<file path="src/lld_consts.svh">
// Register offsets, field positions, reset values and timing counts of the lane deskew block
`ifndef LLD_CONSTS_SVH
`define LLD_CONSTS_SVH

// Register indices; byte address is four times the index
`define LLD_IDX_LANE0_DELAY   8'h22
`define LLD_IDX_LANE1_DELAY   8'h24
`define LLD_IDX_LANE2_DELAY   8'h26
`define LLD_IDX_LANE3_DELAY   8'h28
`define LLD_IDX_TOP_FLAG      8'h29
`define LLD_IDX_BOTTOM_FLAG   8'h2a
`define LLD_IDX_MODE          8'h2c
`define LLD_IDX_IRQ_MASK      8'h2d
`define LLD_IDX_IRQ_STATUS    8'h2e

// Field positions
`define LLD_SETTING_MSB       3
`define LLD_SETTING_LSB       0
`define LLD_STS_TOP_ERR       0
`define LLD_STS_BOTTOM_ERR    1

// Mode codes and reset values
`define LLD_MODE_LANE0_ALL    2'h2
`define LLD_DELAY_RST         16'h0000
`define LLD_MODE_RST          2'h0
`define LLD_MASK_RST          2'h0

// Delay line length in units of one core clock
`define LLD_DELAY_TAPS        16

`endif

</file>
<file path="src/lld_pkg.sv">
// Types shared by the lane deskew block
package lld_pkg;

  // One Avalon-MM request as seen by the slave
  typedef struct packed {
    logic        read;
    logic        write;
    logic [7:0]  address;
    logic [31:0] writedata;
    logic [3:0]  byteenable;
  } lld_av_req_t;

  // The two alignment readouts
  typedef struct packed {
    logic [3:0] top;
    logic [3:0] bottom;
  } lld_flags_t;

  // The four lane delay settings
  typedef logic [3:0][15:0] lld_settings_t;

endpackage

</file>
<file path="src/lld_top.sv">
// Four-lane deskew delay with Avalon-MM register access and alignment readouts
//
// Summary of operation
// - Lane 0 delayed by its programmed units
// - Lanes 1 to 3 use own settings
// - Mode 2 applies lane 0 setting everywhere
// - Top readout holds setting MSB per lane
// - Nonzero top readout flags increase-unit error
// - Bottom readout holds setting LSB per lane
// - Bottom readout not all ones flags error
// - Lane settings read/write, reset to zero
//
// Implementation choices: the Avalon-MM register port and the register addresses.
`timescale 1ns/1ps
`include "lld_consts.svh"

module lld_top
  import lld_pkg::*;
#(
  parameter int NUM_LANES  = 4,
  parameter int DELAY_TAPS = `LLD_DELAY_TAPS
) (
  // Clock and reset
  input  wire logic        CORE_CLK_IN,
  input  wire logic        RSTN_IN,
  // Avalon-MM slave
  input  wire logic [7:0]  AVS_ADDRESS_IN,
  input  wire logic        AVS_READ_IN,
  input  wire logic        AVS_WRITE_IN,
  input  wire logic [31:0] AVS_WRITEDATA_IN,
  input  wire logic [3:0]  AVS_BYTEENABLE_IN,
  output logic      [31:0] AVS_READDATA_OUT,
  output logic             AVS_WAITREQUEST_OUT,
  // Link side
  input  wire logic        LINK_CLK_IN,
  input  wire logic [3:0]  LANE_DATA_IN,
  output logic      [3:0]  LANE_DATA_OUT,
  // Interrupt
  output logic             IRQ_OUT
);

  // ***************************************************************
  // Elaboration checks
  // ***************************************************************
  if (NUM_LANES != 4) begin : g_bad_lanes
    $error("lld_top serves exactly four lanes");
  end
  if (DELAY_TAPS != 16) begin : g_bad_taps
    $error("lld_top needs sixteen delay taps for a four-bit setting");
  end

  // ***************************************************************
  // Declarations
  // ***************************************************************
  lld_av_req_t   req;
  lld_settings_t lane_r;
  lld_flags_t    flags;
  logic [1:0]    mode_r;
  logic [1:0]    mask_r;
  logic [1:0]    status_r;
  logic [1:0]    status_nxt;
  logic          waitreq_r;
  logic [31:0]   readdata_r;
  logic [31:0]   rd_nxt;
  logic          wr_accept;
  logic          rd_accept;
  logic          irq_r;
  logic [3:0]    lane_s1_r;
  logic [3:0]    lane_s2_r;
  logic          lclk_s1_r;
  logic          lclk_s2_r;
  logic          lclk_prev_r;
  logic          link_rise;
  logic [15:0]   dl_r [4];
  logic [3:0]    eff [4];
  logic [3:0]    lane_out_r;
  logic          top_err_prev_r;
  logic          bot_err_prev_r;
  logic          top_err;
  logic          bot_err;

  // ***************************************************************
  // Functions
  // ***************************************************************
  // Delay code carried by a lane setting
  function automatic logic [3:0] delay_code(input logic [15:0] s);
    delay_code = s[3:0];
  endfunction

  // Pick the tap for a delay: zero takes the fresh bit
  function automatic logic tap_pick(input logic [15:0] line, input logic fresh, input logic [3:0] d);
    logic r;
    r = fresh;
    if (d != 4'h0) begin
      r = line[d - 4'h1];
    end
    tap_pick = r;
  endfunction

  // Byte-lane merge of a 16-bit setting
  function automatic logic [15:0] merge16(input logic [15:0] old, input logic [31:0] wd, input logic [3:0] be);
    logic [15:0] r;
    r = old;
    if (be[0]) begin
      r[7:0] = wd[7:0];
    end
    if (be[1]) begin
      r[15:8] = wd[15:8];
    end
    merge16 = r;
  endfunction

  // ***************************************************************
  // Bus slave
  // ***************************************************************
  // Gather the request into one carrier
  always_comb begin
    req.read       = AVS_READ_IN;
    req.write      = AVS_WRITE_IN;
    req.address    = AVS_ADDRESS_IN;
    req.writedata  = AVS_WRITEDATA_IN;
    req.byteenable = AVS_BYTEENABLE_IN;
  end

  // Request takes effect at the edge where waitrequest is low
  assign wr_accept = req.write && !waitreq_r;
  assign rd_accept = req.read && !waitreq_r;

  // Waitrequest drops for one cycle after a request is seen
  always_ff @(posedge CORE_CLK_IN) begin
    if (!RSTN_IN) begin
      waitreq_r <= 1'b1;
    end else begin
      waitreq_r <= !((req.read || req.write) && waitreq_r);
    end
  end

  // Read decode; unmapped and misaligned addresses read zero
  always_comb begin
    rd_nxt = 32'h0000_0000;
    if (req.address[1:0] == 2'h0) begin
      case ({2'h0, req.address[7:2]})
        `LLD_IDX_LANE0_DELAY:  rd_nxt[15:0] = lane_r[0];
        `LLD_IDX_LANE1_DELAY:  rd_nxt[15:0] = lane_r[1];
        `LLD_IDX_LANE2_DELAY:  rd_nxt[15:0] = lane_r[2];
        `LLD_IDX_LANE3_DELAY:  rd_nxt[15:0] = lane_r[3];
        `LLD_IDX_TOP_FLAG:     rd_nxt[3:0]  = flags.top;
        `LLD_IDX_BOTTOM_FLAG:  rd_nxt[3:0]  = flags.bottom;
        `LLD_IDX_MODE:         rd_nxt[1:0]  = mode_r;
        `LLD_IDX_IRQ_MASK:     rd_nxt[1:0]  = mask_r;
        `LLD_IDX_IRQ_STATUS:   rd_nxt[1:0]  = status_r;
        default:               rd_nxt       = 32'h0000_0000;
      endcase
    end
  end

  // Read data stands from the answering edge
  always_ff @(posedge CORE_CLK_IN) begin
    if (!RSTN_IN) begin
      readdata_r <= 32'h0000_0000;
    end else if (req.read && waitreq_r) begin
      readdata_r <= rd_nxt;
    end
  end

  // ***************************************************************
  // Registers
  // ***************************************************************
  // settings writable, zero at reset
  always_ff @(posedge CORE_CLK_IN) begin
    if (!RSTN_IN) begin
      for (int i = 0; i < 4; i++) begin
        lane_r[i] <= `LLD_DELAY_RST;
      end
    end else if (wr_accept && req.address[1:0] == 2'h0) begin
      case ({2'h0, req.address[7:2]})
        `LLD_IDX_LANE0_DELAY: lane_r[0] <= merge16(lane_r[0], req.writedata, req.byteenable);
        `LLD_IDX_LANE1_DELAY: lane_r[1] <= merge16(lane_r[1], req.writedata, req.byteenable);
        `LLD_IDX_LANE2_DELAY: lane_r[2] <= merge16(lane_r[2], req.writedata, req.byteenable);
        `LLD_IDX_LANE3_DELAY: lane_r[3] <= merge16(lane_r[3], req.writedata, req.byteenable);
        default: ;
      endcase
    end
  end

  // Mode and interrupt mask
  always_ff @(posedge CORE_CLK_IN) begin
    if (!RSTN_IN) begin
      mode_r <= `LLD_MODE_RST;
      mask_r <= `LLD_MASK_RST;
    end else if (wr_accept && req.byteenable[0] && req.address[1:0] == 2'h0) begin
      if ({2'h0, req.address[7:2]} == `LLD_IDX_MODE) begin
        mode_r <= req.writedata[1:0];
      end
      if ({2'h0, req.address[7:2]} == `LLD_IDX_IRQ_MASK) begin
        mask_r <= req.writedata[1:0];
      end
    end
  end

  // ***************************************************************
  // Alignment readouts
  // ***************************************************************
  // flags straight from settings
  always_comb begin
    for (int i = 0; i < 4; i++) begin
      flags.top[i]    = lane_r[i][`LLD_SETTING_MSB];
      flags.bottom[i] = lane_r[i][`LLD_SETTING_LSB];
    end
  end

  assign top_err = |flags.top;
  assign bot_err = ~&flags.bottom;

  // ***************************************************************
  // Interrupts
  // ***************************************************************
  // Sticky status: clears only the bits the read returned, a new error wins
  always_comb begin
    status_nxt = status_r;
    if (rd_accept && {2'h0, req.address} == {`LLD_IDX_IRQ_STATUS, 2'h0}) begin
      status_nxt = status_r & ~readdata_r[1:0];
    end
    if (top_err && !top_err_prev_r) begin
      status_nxt[`LLD_STS_TOP_ERR] = 1'b1;
    end
    if (bot_err && !bot_err_prev_r) begin
      status_nxt[`LLD_STS_BOTTOM_ERR] = 1'b1;
    end
  end

  // Status, error history and interrupt line
  always_ff @(posedge CORE_CLK_IN) begin
    if (!RSTN_IN) begin
      status_r       <= 2'h0;
      top_err_prev_r <= 1'b0;
      bot_err_prev_r <= 1'b0;
      irq_r          <= 1'b0;
    end else begin
      status_r       <= status_nxt;
      top_err_prev_r <= top_err;
      bot_err_prev_r <= bot_err;
      irq_r          <= |(status_nxt & mask_r);
    end
  end

  // ***************************************************************
  // Link input sampling
  // ***************************************************************
  // Two-stage synchronisers for link clock and lanes
  always_ff @(posedge CORE_CLK_IN) begin
    if (!RSTN_IN) begin
      lclk_s1_r   <= 1'b0;
      lclk_s2_r   <= 1'b0;
      lclk_prev_r <= 1'b0;
      lane_s1_r   <= 4'h0;
      lane_s2_r   <= 4'h0;
    end else begin
      lclk_s1_r   <= LINK_CLK_IN;
      lclk_s2_r   <= lclk_s1_r;
      lclk_prev_r <= lclk_s2_r;
      lane_s1_r   <= LANE_DATA_IN;
      lane_s2_r   <= lane_s1_r;
    end
  end

  assign link_rise = lclk_s2_r && !lclk_prev_r;

  // ***************************************************************
  // Delay lines
  // ***************************************************************
  // One unit is one core clock
  always_ff @(posedge CORE_CLK_IN) begin
    if (!RSTN_IN) begin
      for (int i = 0; i < 4; i++) begin
        dl_r[i] <= 16'h0000;
      end
    end else begin
      for (int i = 0; i < 4; i++) begin
        dl_r[i] <= {dl_r[i][14:0], lane_s2_r[i]};
      end
    end
  end

  // per-lane delay or lane 0 override
  always_comb begin
    for (int i = 0; i < 4; i++) begin
      eff[i] = (mode_r == `LLD_MODE_LANE0_ALL) ? delay_code(lane_r[0]) : delay_code(lane_r[i]);
    end
  end

  // delayed lanes captured on link clock rise
  always_ff @(posedge CORE_CLK_IN) begin
    if (!RSTN_IN) begin
      lane_out_r <= 4'h0;
    end else if (link_rise) begin
      for (int i = 0; i < 4; i++) begin
        lane_out_r[i] <= tap_pick(dl_r[i], lane_s2_r[i], eff[i]);
      end
    end
  end

  // Outputs
  assign AVS_READDATA_OUT    = readdata_r;
  assign AVS_WAITREQUEST_OUT = waitreq_r;
  assign LANE_DATA_OUT       = lane_out_r;
  assign IRQ_OUT             = irq_r;
endmodule

</file>
<file path="config.mk">
export PLATFORM = sky130hd
export DESIGN_NAME = lld_top
export DESIGN_NICKNAME = d
export VERILOG_FILES = /design/src/lld_pkg.sv /design/src/lld_top.sv
export VERILOG_INCLUDE_DIRS = /design/src
export SDC_FILE = /design/constraint.sdc
export NUM_CORES = 1
export LEC_CHECK = 0
export ABC_AREA = 1
export BUFFER_PORTS_ARGS = -buffer_cell sky130_fd_sc_hd__buf_2
export CAP_MARGIN = 20
export CORE_UTILIZATION = 39
export DETAILED_ROUTE_END_ITERATION = 7
export PLACE_DENSITY = 0.6
export SLEW_MARGIN = 20
export SYNTH_ARGS = -nofsm -noshare
export SYNTH_HDL_FRONTEND = slang
export SYNTH_SLANG_ARGS = --single-unit
</file>
<file path="constraint.sdc">
create_clock -name CORE_CLK_IN -period 2.9 [get_ports CORE_CLK_IN]
set_clock_uncertainty 0.15 [all_clocks]
set_input_delay 0.58 -clock CORE_CLK_IN [delete_from_list [all_inputs] [get_ports CORE_CLK_IN]]
set_output_delay 0.58 -clock CORE_CLK_IN [all_outputs]
set_load 0.05 [all_outputs]
</file>
======== Word level (Yosys, flattened, before mapping) ========
Memories as Yosys holds them, arrays and structs flattened.
Cells that the tools add are included.
storage, ports and cells
  register bits ........................... 121
  latch bits .............................. 0
  bits in writable memories ............... 64
  ROM bits ................................ 0
  bits of input ports ..................... 53
  output and inout bits ................... 38
  word-level logic and storage cells ...... 113
  memories ................................ 1
operators by class
  add/subtract/negate cells ............... 4
  $mul .................................... 0
  div/mod/pow operators ................... 0
  magnitude comparators ................... 4
  eq/ne operators ......................... 11
  shifts and indexed selects .............. 0
  muxes and demuxes ....................... 28
  bitwise gates (word level) .............. 7
  reduce and logical (&&, ||, !) cells .... 36
memory list
  memory  depth  bits a word  rd ports  clocked after memory_dff  write ports  RTL line       text
  dl_r    4      16           4         0                         4            lld_top.sv:74  logic [15:0] dl_r [4];
operator list
  kind                                                 count
  two-way mux 16 bit                                   5
  equality test 6 bit (second input constant)          9
  one-hot mux 12 bit (4 select lines)                  1
  AND reduction 3 bit                                  8
  < comparator 4 x 5 -> 1 bit (second input constant)  4
  one-hot mux 2 bit (9 select lines)                   1
  binary-select mux 1 bit (select 4 bit)               4
  nonzero test 4 bit                                   4
  subtractor 4 x 1 -> 4 bit (second input constant)    4
  two-way mux 1 bit                                    12
  two-way mux 4 bit                                    3
  one-hot mux 2 bit (6 select lines)                   1
  logical AND 1 bit                                    11
  equality test 8 bit (second input constant)          1
  logical NOT 1 bit                                    6
  AND 2 bit                                            2
  OR 1 bit                                             4
  AND reduction 2 bit                                  2
  AND reduction 4 bit                                  1
  OR reduction 4 bit                                   1
  equality test 2 bit (second input constant)          1
  logical NOT 2 bit                                    1
  two-way mux 2 bit                                    1
  inverter 2 bit                                       1
  2 further kinds                                      2

======== Logic depth before layout (Yosys ltp) ========
Gate-level depths: netlist of the first run.
  depth after elaboration ................. 7
  depth in mapped cells ................... 15
  gate-level depth less buffers ........... 14

======== Worst setup path after synthesis of the first run ========
Ideal clock, no wire load.
  path type ............................... register to register
  start point ............................. register mode_r[1]
  end point ............................... register lane_out_r[3] (netlist: LANE_DATA_OUT[3])
  setup time .............................. 0.067 ns
  data arrival time ....................... 1.756 ns
  required time ........................... 2.683 ns
  path slack .............................. 0.927 ns
  cell stages (with the launch flop) ...... 15
  path buffers ............................ 3
  period minus slack after synthesis ...... 1.973 ns
  path through ............................ dfxtp_1 -> buf_6 -> nand2_4 -> buf_12 -> nand2_8 -> nand2_4 -> buf_6 -> ha_1 -> inv_1 -> nand3_1 -> nand3_1 -> nand3_1 -> nand3_1 -> nand2_1 -> a21oi_2
between the ends
  word-level cells in the longest chain between the ends .. 6
  elaborated cells on any way between the ends .. 7
  classes of those cells .................. 1 x add/sub; 1 x eq/ne; 4 x mux; 1 x reduce/logical
ends and longest elaborated chain
  item                                     RTL line        text
  start, declared                          lld_top.sv:58   logic [1:0] mode_r;
  start signal, assigned                   lld_top.sv:189  mode_r <= `LLD_MODE_RST;
  start signal, assigned                   lld_top.sv:193  mode_r <= req.writedata[1:0];
  equality test 2 bit (no line) (*)        n/a
  two-way mux 4 bit (*)                    lld_top.sv:288  eff[i] = (mode_r == `LLD_MODE_LANE0_ALL) ? delay_code(lane_r[0]) : delay_code(lane_r[i]);
  subtractor 4 x 1 -> 4 bit                lld_top.sv:95   r = line[d - 4'h1];
  binary-select mux 1 bit (select 4 bit)   lld_top.sv:95
  two-way mux 1 bit (implied by the code)  lld_top.sv:95
  two-way mux 1 bit (*)                    lld_top.sv:94   if (d != 4'h0) begin
  end signal, assigned by index            lld_top.sv:298  lane_out_r[i] <= tap_pick(dl_r[i], lane_s2_r[i], eff[i]);
  end, declared                            lld_top.sv:76   logic [3:0] lane_out_r;
Mark *: on every way between the ends. The rest lies on a longest branch, timed or not. The select of a mux whose other input is x is not followed.
A chain may end at the register's enable or synchronous reset.

======== Worst setup path in the final report of the first run ========
  start point ............................. register mode_r[0]
  end point ............................... register lane_out_r[2] (netlist: LANE_DATA_OUT[2])
Same word-level chain as after synthesis.

==> results of run 1 <==
==> flip-flops by register name, summed over array words and instances (netlist names) <==
name and cells:
AVS_READDATA_OUT 16, bot_err_prev_r 1, LANE_DATA_OUT 4, lane_r 54, eff 4, lane_s1_r 4
status_r 2, flags 6, mode_r 2, lane_s2_r 4, lclk_s2_r 1, AVS_WAITREQUEST_OUT 1
lclk_prev_r 1, top_err_prev_r 1, IRQ_OUT 1, mask_r 2, dl_r 64, lclk_s1_r 1
==> layout make-up <==
type,instances,share of cell area
timing repair buffer,74,0.0485
clock buffer,17,0.0493
clock inverter,15,0.0257
multi-input combinational,694,0.375
antenna,1,0.000290
tap,234,0.0340
inverter,171,0.0750
sequential,169,0.392
==> kinds of logic after synthesis <==
logic type	Yosys count	synth area share
compound gates	134	0.0954
fa+ha+maj	8	0.0133
simple gates	534	0.311
xor+xnor	2	0.00233
flops	169	0.450
buf+inv	220	0.127
other cells	1	0.000499
==> synth_stat cells (all sizes together) <==
master | n | area share
buf | 30 | 0.032
clkinv | 1 | 0.00050
xor2 | 1 | 0.0012
inv | 170 | 0.086
nor2 | 159 | 0.084
o31ai | 2 | 0.0020
o221ai | 1 | 0.0012
nand3b | 18 | 0.018
clkbuf | 19 | 0.0095
o211ai | 8 | 0.0080
nor4 | 2 | 0.0017
nand4 | 20 | 0.018
xnor2 | 1 | 0.0012
nand3 | 70 | 0.049
o22ai | 2 | 0.0017
nor3 | 1 | 0.0013
or2 | 1 | 0.00083
o21ai | 85 | 0.058
nand2 | 263 | 0.14
dfxtp | 169 | 0.45
ha | 8 | 0.013
a21oi | 36 | 0.024
conb | 1 | 0.00050
==> placed cells by master (no fill, tap or decap), types with 2 or more instances in the layout <==
master	synthesis	final
nand4_2	2	2
nand2_2	7	7
inv_6	1	5
dfxtp_1	169	169
o31ai_1	2	2
nand3b_1	18	18
nand2_1	253	253
nand4_1	18	18
conb_1	1	16
nor2_4	2	2
buf_4	17	19
clkinv_8	0	5
a21oi_1	35	35
nand2_4	2	2
o211ai_1	8	8
o21ai_2	3	3
nor2_2	8	8
bufinv_16	0	2
buf_2	7	55
o22ai_1	2	2
inv_2	12	12
nor2_1	149	149
inv_8	0	4
clkbuf_16	0	17
nand3_1	68	68
inv_1	157	157
nor4_1	2	2
ha_1	8	8
o21ai_0	82	82
==> metal layers <==
layer,routed length [µm],track usage,up-vias
met5,0,0,-
met4,538,0.0967,0
met3,968,0.0408,37
met2,7960,0.295,165
met1,8340,0.244,2897
li1,-,-,3408
==> worst register-to-register path, cell delays in order (launching register included) <==
cell	delay, ns
dfxtp_1	0.32
inv_2	0.13
nand2_4	0.16
nand2_2	0.22
nand2_2	0.20
ha_1	0.43
inv_1	0.15
nand3_1	0.09
nand3_1	0.07
nand3_1	0.08
nand3_1	0.09
nand2_1	0.05
a21oi_1	0.11
==> path summary, 6_finish.rpt <==
path	to	slack [ns]	cells past startpoint
worst max-delay path	LANE_DATA_OUT[2]$_SDFFE_PN0P_	0.58	12
worst min-delay path	lane_s1_r[0]$_SDFF_PN0_	0.17	3
worst max register to register	LANE_DATA_OUT[2]$_SDFFE_PN0P_	0.58	12
worst min register to register	lclk_s2_r$_SDFF_PN0_	0.27	2
==> power by group <==
group	switching [mW]	internal [mW]
combinational	0.153	0.0417
sequential	0.00729	2.33
clock	1.11	1.34
total	1.27	3.71
==> results.json, run 1 <==
{
  "cts-resized-gates": 0,
  "grt_pass1_vias": 5888,
  "nets": 1188,
  "grt_max_degree": 49,
  "crit_chain": "inv_2 > nand2_4 > nand2_2 > nand2_2 > ha_1 > inv_1 > nand3_1 > nand3_1 > nand3_1 > nand3_1 > nand2_1 > a21oi_1",
  "multi_input_area_um2": 3230,
  "worst_slack_ns": 0.579,
  "num_vias": 6507,
  "clk_path_buf_depth": 2,
  "syn_area_per_cell_um2": 7.04,
  "clk_pin_slew_worst_paths_ns": 0.07,
  "route.detailed.drc": 0,
  "routedWlPerCell_um": 13.0,
  "fin_crit_sh": 0.800,
  "cpLargestDelayFamily": "simple AND/OR/NAND/NOR gates",
  "gp_congestion": 0.879,
  "hold_viol_final": 0,
  "viasPerCell": 4.73,
  "maxSlewViolCount": 0,
  "dp_cells": 1342,
  "yosys_warnings": 0,
  "rows": 50,
  "io_buffers": 56,
  "p_per_area_nw_per_um2": 578,
  "setup_viol": 0,
  "holdWs_ns": 0.173,
  "grt_setup_unrepaired": "no",
  "critPathMostFrequentCell": "nand3_1",
  "critPathRequiredTime_ns": 3.11,
  "slew_headroom": 0.606,
  "critPathKind": "flip-flop to flip-flop",
  "clk-insertion-delay-late_ns": 0.43,
  "dp_slack_ns": 0.571,
  "ios": 91,
  "hold_buffers": 0,
  "startpoint": "mode_r[0]$_SDFFE_PN0P_",
  "drt_pass1_iterations": 5,
  "vdd_drop_max_mv": 0.386,
  "max_stage_delay_ns": 0.42,
  "min_period_ns": 2.32,
  "drtIter0Drc": 450,
  "path_buf_inv": 2,
  "syn_inst": 1068,
  "status": "finished, final reports clean",
  "drive_gt1_frac": 0.131,
  "yosysSeqAreaShare": 0.450,
  "r2r-start": "mode_r[0]$_SDFFE_PN0P_",
  "final_core_util": 0.459,
  "min-delay-start": "LANE_DATA_IN[0]",
  "placed_area_um2": 7970,
  "grt_overflow_total": 0,
  "cts_tree": "done",
  "seq_area_um2": 3380,
  "die_area_um2": 19800,
  "max_freq_ghz": 0.431,
  "grt_usage": 0.188,
  "root_buffer": "clkbuf_16",
  "setup.worst_path.end_class": "flip-flop",
  "core_area_um2": 18800,
  "syn_area_um2": 7520,
  "clock-sinks": 169,
  "power_leakage_nw": 4.32,
  "setup_tns_ns": 0,
  "dpl.hpwl_mm": 12.4,
  "synth-seq-cells": 169,
  "cp_max_fo": 13,
  "fillers": 1944,
  "postCtsSetupRepairBufs": 0,
  "chipWidth_um": 141,
  "cts_inserted_buffers": 17,
  "hp-class": "input port to flip-flop",
  "worst_pin_slew_ns": 0.586,
  "start_util": 0.400,
  "final_area_um2": 8620,
  "ys_types": 38,
  "htree_levels": 4,
  "fp.dieH_um": 141,
  "cp_slowest_cell": "ha_1",
  "areaGrowthSynthToFinish_pct": 14.7,
  "maxCapViolations": 0,
  "total_power_mw": 4.98,
  "ant_nets": 0,
  "arrival_ns": 2.53,
  "cp-start-kind": "flip-flop",
  "wl_mm": 17.8,
  "antenna_found_initial": 1,
  "fin_cells": 1375,
  "grt_pass1_wl_mm": 29.1
}
Note: power is estimated with default switching activity, not from simulation.
==> run 2, diff against run 1 <==
Settings changed: PLACE_DENSITY 0.6 to 0.62.
Clock period 2.9 ns to 2 ns, I/O delays scaled along.
==> results.json, run 2 (same netlist as run 1, synthesis figures left out) <==
{
  "grt_setup_unrepaired": "yes",
  "io_buffers": 56,
  "nets": 1221,
  "min_period_ns": 1.88,
  "maxSlewViolCount": 0,
  "core_area_um2": 18800,
  "grt_pass1_vias": 6153,
  "max_freq_ghz": 0.533,
  "chipWidth_um": 141,
  "clk_path_buf_depth": 2,
  "top_register": "dl_r",
  "root_buffer": "clkbuf_16",
  "cts_inserted_buffers": 17,
  "route.detailed.drc": 0,
  "layout_common_cells": "250 x nand2_1, 167 x dfxtp_1, 153 x inv_1, 149 x nor2_1, 82 x o21ai_0",
  "ios": 91,
  "power_leakage_nw": 4.47,
  "htree_levels": 4,
  "largest_reg_flops": 64,
  "antenna_found_initial": 1,
  "start_util": 0.400,
  "wl_mm": 18.1,
  "grt_pass1_wl_mm": 29.4,
  "clock-sinks": 169,
  "vdd_drop_max_mv": 0.582,
  "num_vias": 6646,
  "rows": 50,
  "p_per_area_nw_per_um2": 778,
  "grt_max_degree": 114,
  "ant_nets": 0,
  "status": "finished, final reports clean",
  "areaGrowthSynthToFinish_pct": 19.2,
  "cp_max_fo": 5,
  "hold_viol_final": 0,
  "routedWlPerCell_um": 12.8,
  "critPathKind": "flip-flop to flip-flop",
  "total_power_mw": 6.97,
  "setup_tns_ns": 0,
  "r2r-start": "mode_r[0]$_SDFFE_PN0P_",
  "clk_pin_slew_worst_paths_ns": 0.07,
  "cts_tree": "done",
  "die_area_um2": 19800,
  "fp.dieH_um": 141,
  "maxCapViolations": 0,
  "min_to": "AVS_WAITREQUEST_OUT$_SDFF_PN1_",
  "drive_gt1_frac": 0.163,
  "min-delay-start": "AVS_WRITE_IN",
  "r2r_cells": 13,
  "r2r_slack_ns": 0.12,
  "fin_crit_sh": 0.938,
  "layout_commonest_cell": "nand2_1",
  "setup_viol": 0,
  "viasPerCell": 4.72,
  "gp_congestion": 0.851,
  "grt_usage": 0.188,
  "worst_pin_slew_ns": 0.574,
  "setup.worst_path.end_class": "flip-flop",
  "dpl.hpwl_mm": 12.5,
  "cp-start-kind": "flip-flop",
  "clk-insertion-delay-late_ns": 0.44,
  "grt_overflow_total": 0,
  "slew_headroom": 0.614,
  "hold_depth": 2,
  "critPathRequiredTime_ns": 2.22,
  "hp-class": "input port to flip-flop",
  "arrival_ns": 2.09,
  "r2r-end": "LANE_DATA_OUT[2]$_SDFFE_PN0P_",
  "drt_pass1_iterations": 5,
  "drtIter0Drc": 394
}
[run 2: area by class of cell]
class	count	area, µm²
tap	234	293
timing repair buffer	107	752
clock inverter	14	160
antenna	1	2.50
multi-input combinational	694	3290
clock buffer	18	429
fill	1928	9810
inverter	171	649
sequential	169	3390
[run 2: worst max-delay path by stage]
stage,start,end,slack (ns),depth (start not counted)
detailed placement,mode_r[0]$_SDFFE_PN0P_,LANE_DATA_OUT[3]$_SDFFE_PN0P_,0.008,13
global route,mode_r[0]$_SDFFE_PN0P_,LANE_DATA_OUT[2]$_SDFFE_PN0P_,-0.03,14
floorplan,mode_r[1]$_SDFFE_PN0P_,LANE_DATA_OUT[3]$_SDFFE_PN0P_,0.03,14
global placement,mode_r[0]$_SDFFE_PN0P_,LANE_DATA_OUT[3]$_SDFFE_PN0P_,0.03,13
CTS,mode_r[0]$_SDFFE_PN0P_,LANE_DATA_OUT[2]$_SDFFE_PN0P_,0.02,14
finish,mode_r[0]$_SDFFE_PN0P_,LANE_DATA_OUT[2]$_SDFFE_PN0P_,0.12,13
[run 2: power breakdown]
part,internal (mW),switching [mW],leakage [nW]
combinational,0.0759,0.222,2.82
clock,1.77,1.51,0.284
sequential,3.38,0.0106,1.37
total,5.23,1.74,4.47
[run 2: per-layer routing]
| layer | global-route usage | up-vias | wire, µm |
|---|---|---|---|
| met2 | 0.315 | 139 | 8700 |
| met5 | 0 | - | 0 |
| met4 | 0.0732 | 0 | 333 |
| met1 | 0.232 | 3005 | 8220 |
| li1 | - | 3479 | - |
| met3 | 0.0435 | 23 | 807 |
[run 2: timing repair]
item | in CTS | in global routing
gates resized for setup | 4 | 19
cloned | 0 | 0
endpoints found under the hold margin | 5 | 0
hold buffers | 5 | 0
endpoints found under the setup margin | 2 | 4
buffers inserted | 0 | 1
pin swaps | 0 | 2
[run 2: worst max-delay path, stage by stage (launching register included)]
cell and delay (ns):
dfxtp_2 0.35, inv_4 0.06, buf_6 0.12, nand3_4 0.10, nand2_2 0.10, ha_4 0.17
nand3b_1 0.16, nand2_2 0.11, inv_1 0.05, nand3_1 0.07, nand3_1 0.07, nand3_1 0.08
nand2_1 0.07, a21oi_2 0.13
[run 2: metrics by stage]
step / util / worst slack, ns / hold slack, ns / instances / instance area, µm²
detailed placement: 0.439 / 0.00796 / 0.250 / 1369 / 8240
floorplan: - / 0.0269 / 0.240 / 1083 / 7570
global placement: 0.439 / 0.0324 / 0.246 / 1369 / 8240
CTS: 0.473 / 0.0182 / 0.0220 / 1406 / 8880
global route: 0.477 / -0.0273 / 0.0255 / 1407 / 8960
finish: 0.477 / 0.123 / 0.0340 / 1408 / 8960
==> run 3, diff against run 2 <==
Settings changed: CORE_MARGIN from default to 5, CORE_UTILIZATION 39 to 41, PLACE_DENSITY 0.62 to 0.63.
Clock period 2 ns to 2.05 ns, I/O delays scaled along.
==> results.json, run 3 (same netlist as run 1, synthesis figures left out) <==
{
  "io_buffers": 56,
  "wl_mm": 17.9,
  "chipWidth_um": 145,
  "dp_cells": 1355,
  "arrival_ns": 2.15,
  "root_buffer": "clkbuf_16",
  "nets": 1210,
  "dpl.hpwl_mm": 12.6,
  "grt_pass1_vias": 6258,
  "grt_max_degree": 101,
  "p_per_area_nw_per_um2": 768,
  "num_vias": 6590,
  "layout_common_cells": "248 x nand2_1, 167 x dfxtp_1, 155 x inv_1, 149 x nor2_1, 82 x o21ai_0",
  "hold_viol_final": 0,
  "holdWs_ns": 0.0116,
  "cp-start-kind": "flip-flop",
  "fillers": 1815,
  "layout_commonest_cell": "nand2_1",
  "antenna_found_initial": 1,
  "drtIter0Drc": 490,
  "final_core_util": 0.489,
  "min_period_ns": 1.93,
  "clk_path_buf_depth": 2,
  "maxSlewViolCount": 0,
  "routedWlPerCell_um": 12.8,
  "gp_congestion": 0.895,
  "fp.dieH_um": 145,
  "setup_viol": 0,
  "clock-sinks": 169,
  "die_area_um2": 21100,
  "core_area_um2": 18000,
  "status": "finished, final reports clean",
  "viasPerCell": 4.73,
  "htree_levels": 4,
  "ant_nets": 0,
  "critPathKind": "flip-flop to flip-flop",
  "clk_pin_slew_worst_paths_ns": 0.07,
  "intPower_mw": 5.02,
  "cp_max_fo": 5,
  "power_frac_seq": 0.488,
  "p_clk_frac": 0.469,
  "largest_reg_flops": 64,
  "slew_headroom": 0.650,
  "areaGrowthSynthToFinish_pct": 17.3,
  "drt_pass1_iterations": 5,
  "fin_cells": 1392,
  "hp-class": "input port to flip-flop",
  "max_freq_ghz": 0.517,
  "fin_crit_sh": 0.944,
  "p_sw_mw": 1.76,
  "worst_pin_slew_ns": 0.521,
  "cts_inserted_buffers": 17,
  "drive_gt1_frac": 0.156,
  "rows": 49,
  "start_util": 0.417,
  "route.detailed.drc": 0,
  "maxCapViolations": 0,
  "vdd_drop_max_mv": 0.602,
  "cts_tree": "done",
  "grt_overflow_total": 0,
  "grt_usage": 0.170,
  "combPwrFrac": 0.042,
  "critPathRequiredTime_ns": 2.27,
  "p_sw_frac": 0.259,
  "clk-insertion-delay-late_ns": 0.43,
  "grt_pass1_wl_mm": 29.9,
  "ios": 91,
  "setup.worst_path.end_class": "flip-flop",
  "power_leakage_nw": 4.41,
  "top_register": "dl_r",
  "setup_tns_ns": 0,
  "grt_setup_unrepaired": "no"
}
==> run 3: cell types whose count changed in the layout (fill, tap and decap cells not counted), sizes merged <==
cell,change
dlygate4sd3,-2
buf,-9
clkbuf,-1
inv,+3
clkinv,-1
bufinv,-1
==> run 3: path summary, 6_finish.rpt <==
check	from	endpoint	slack, ns	cells past startpoint
worst max-delay path	mode_r[0]$_SDFFE_PN0P_	LANE_DATA_OUT[3]$_SDFFE_PN0P_	0.12	12
worst min-delay path	LANE_DATA_IN[2]	lane_s1_r[2]$_SDFF_PN0_	0.01	3
worst max register to register	mode_r[0]$_SDFFE_PN0P_	LANE_DATA_OUT[3]$_SDFFE_PN0P_	0.12	12
worst min register to register	lane_s1_r[0]$_SDFF_PN0_	lane_s2_r[0]$_SDFF_PN0_	0.27	2
==> run 3: area by class of cell <==
type | instances | area, µm² | share of cell area
inverter | 171 | 649 | 0.0736
sequential | 169 | 3390 | 0.385
timing repair buffer | 96 | 623 | 0.0707
multi-input combinational | 694 | 3270 | 0.371
tap | 229 | 287 | 0.0325
clock buffer | 17 | 425 | 0.0482
clock inverter | 15 | 170 | 0.0193
antenna | 1 | 2.50 | 0.000284
==> run 3: layer usage <==
layer | track usage | up-vias | share of wire
li1 | - | 3453 | -
met1 | 0.220 | 2971 | 0.46
met2 | 0.283 | 137 | 0.47
met3 | 0.0396 | 27 | 0.054
met4 | 0.0504 | 2 | 0.015
met5 | 0 | - | 0.00073
==> run 3: worst max-delay path, stage by stage (launching register included) <==
cell	delay (ns)
dfxtp_4	0.36
inv_4	0.09
buf_6	0.12
nand3_4	0.12
nand2_4	0.11
ha_2	0.30
inv_1	0.13
nand3_1	0.09
nand3_1	0.08
nand3_1	0.08
nand3_1	0.08
nand2_1	0.07
a21oi_2	0.10
==> run 3: what timing repair did <==
action,4_1_cts,5_1_grt
setup endpoints to repair,1,3
hold buffers,3,0
pin swaps,0,1
buffers inserted,0,1
resized for setup,1,19
hold endpoints to repair,3,0
==> run 3: stage by stage <==
stage | worst slack, ns | cell area, µm² | power [mW]
floorplan | 0.0769 | 7570 | 3.59
global placement | 0.0173 | 8130 | 3.67
detailed placement | 0.0206 | 8130 | 3.67
CTS | 0.00782 | 8750 | 6.85
global route | 0.00669 | 8820 | 7.03
finish | 0.116 | 8820 | 6.77
==> run 3: power groups by stage <==
stage | sequential, mW | clock (mW) | combinational [mW]
after CTS | 3.31 | 3.25 | 0.287
after global routing | 3.31 | 3.41 | 0.313
final | 3.31 | 3.18 | 0.287
after global placement | 3.39 | 0 | 0.282
after detailed placement | 3.39 | 0 | 0.282
after floorplan | 3.39 | 0 | 0.194
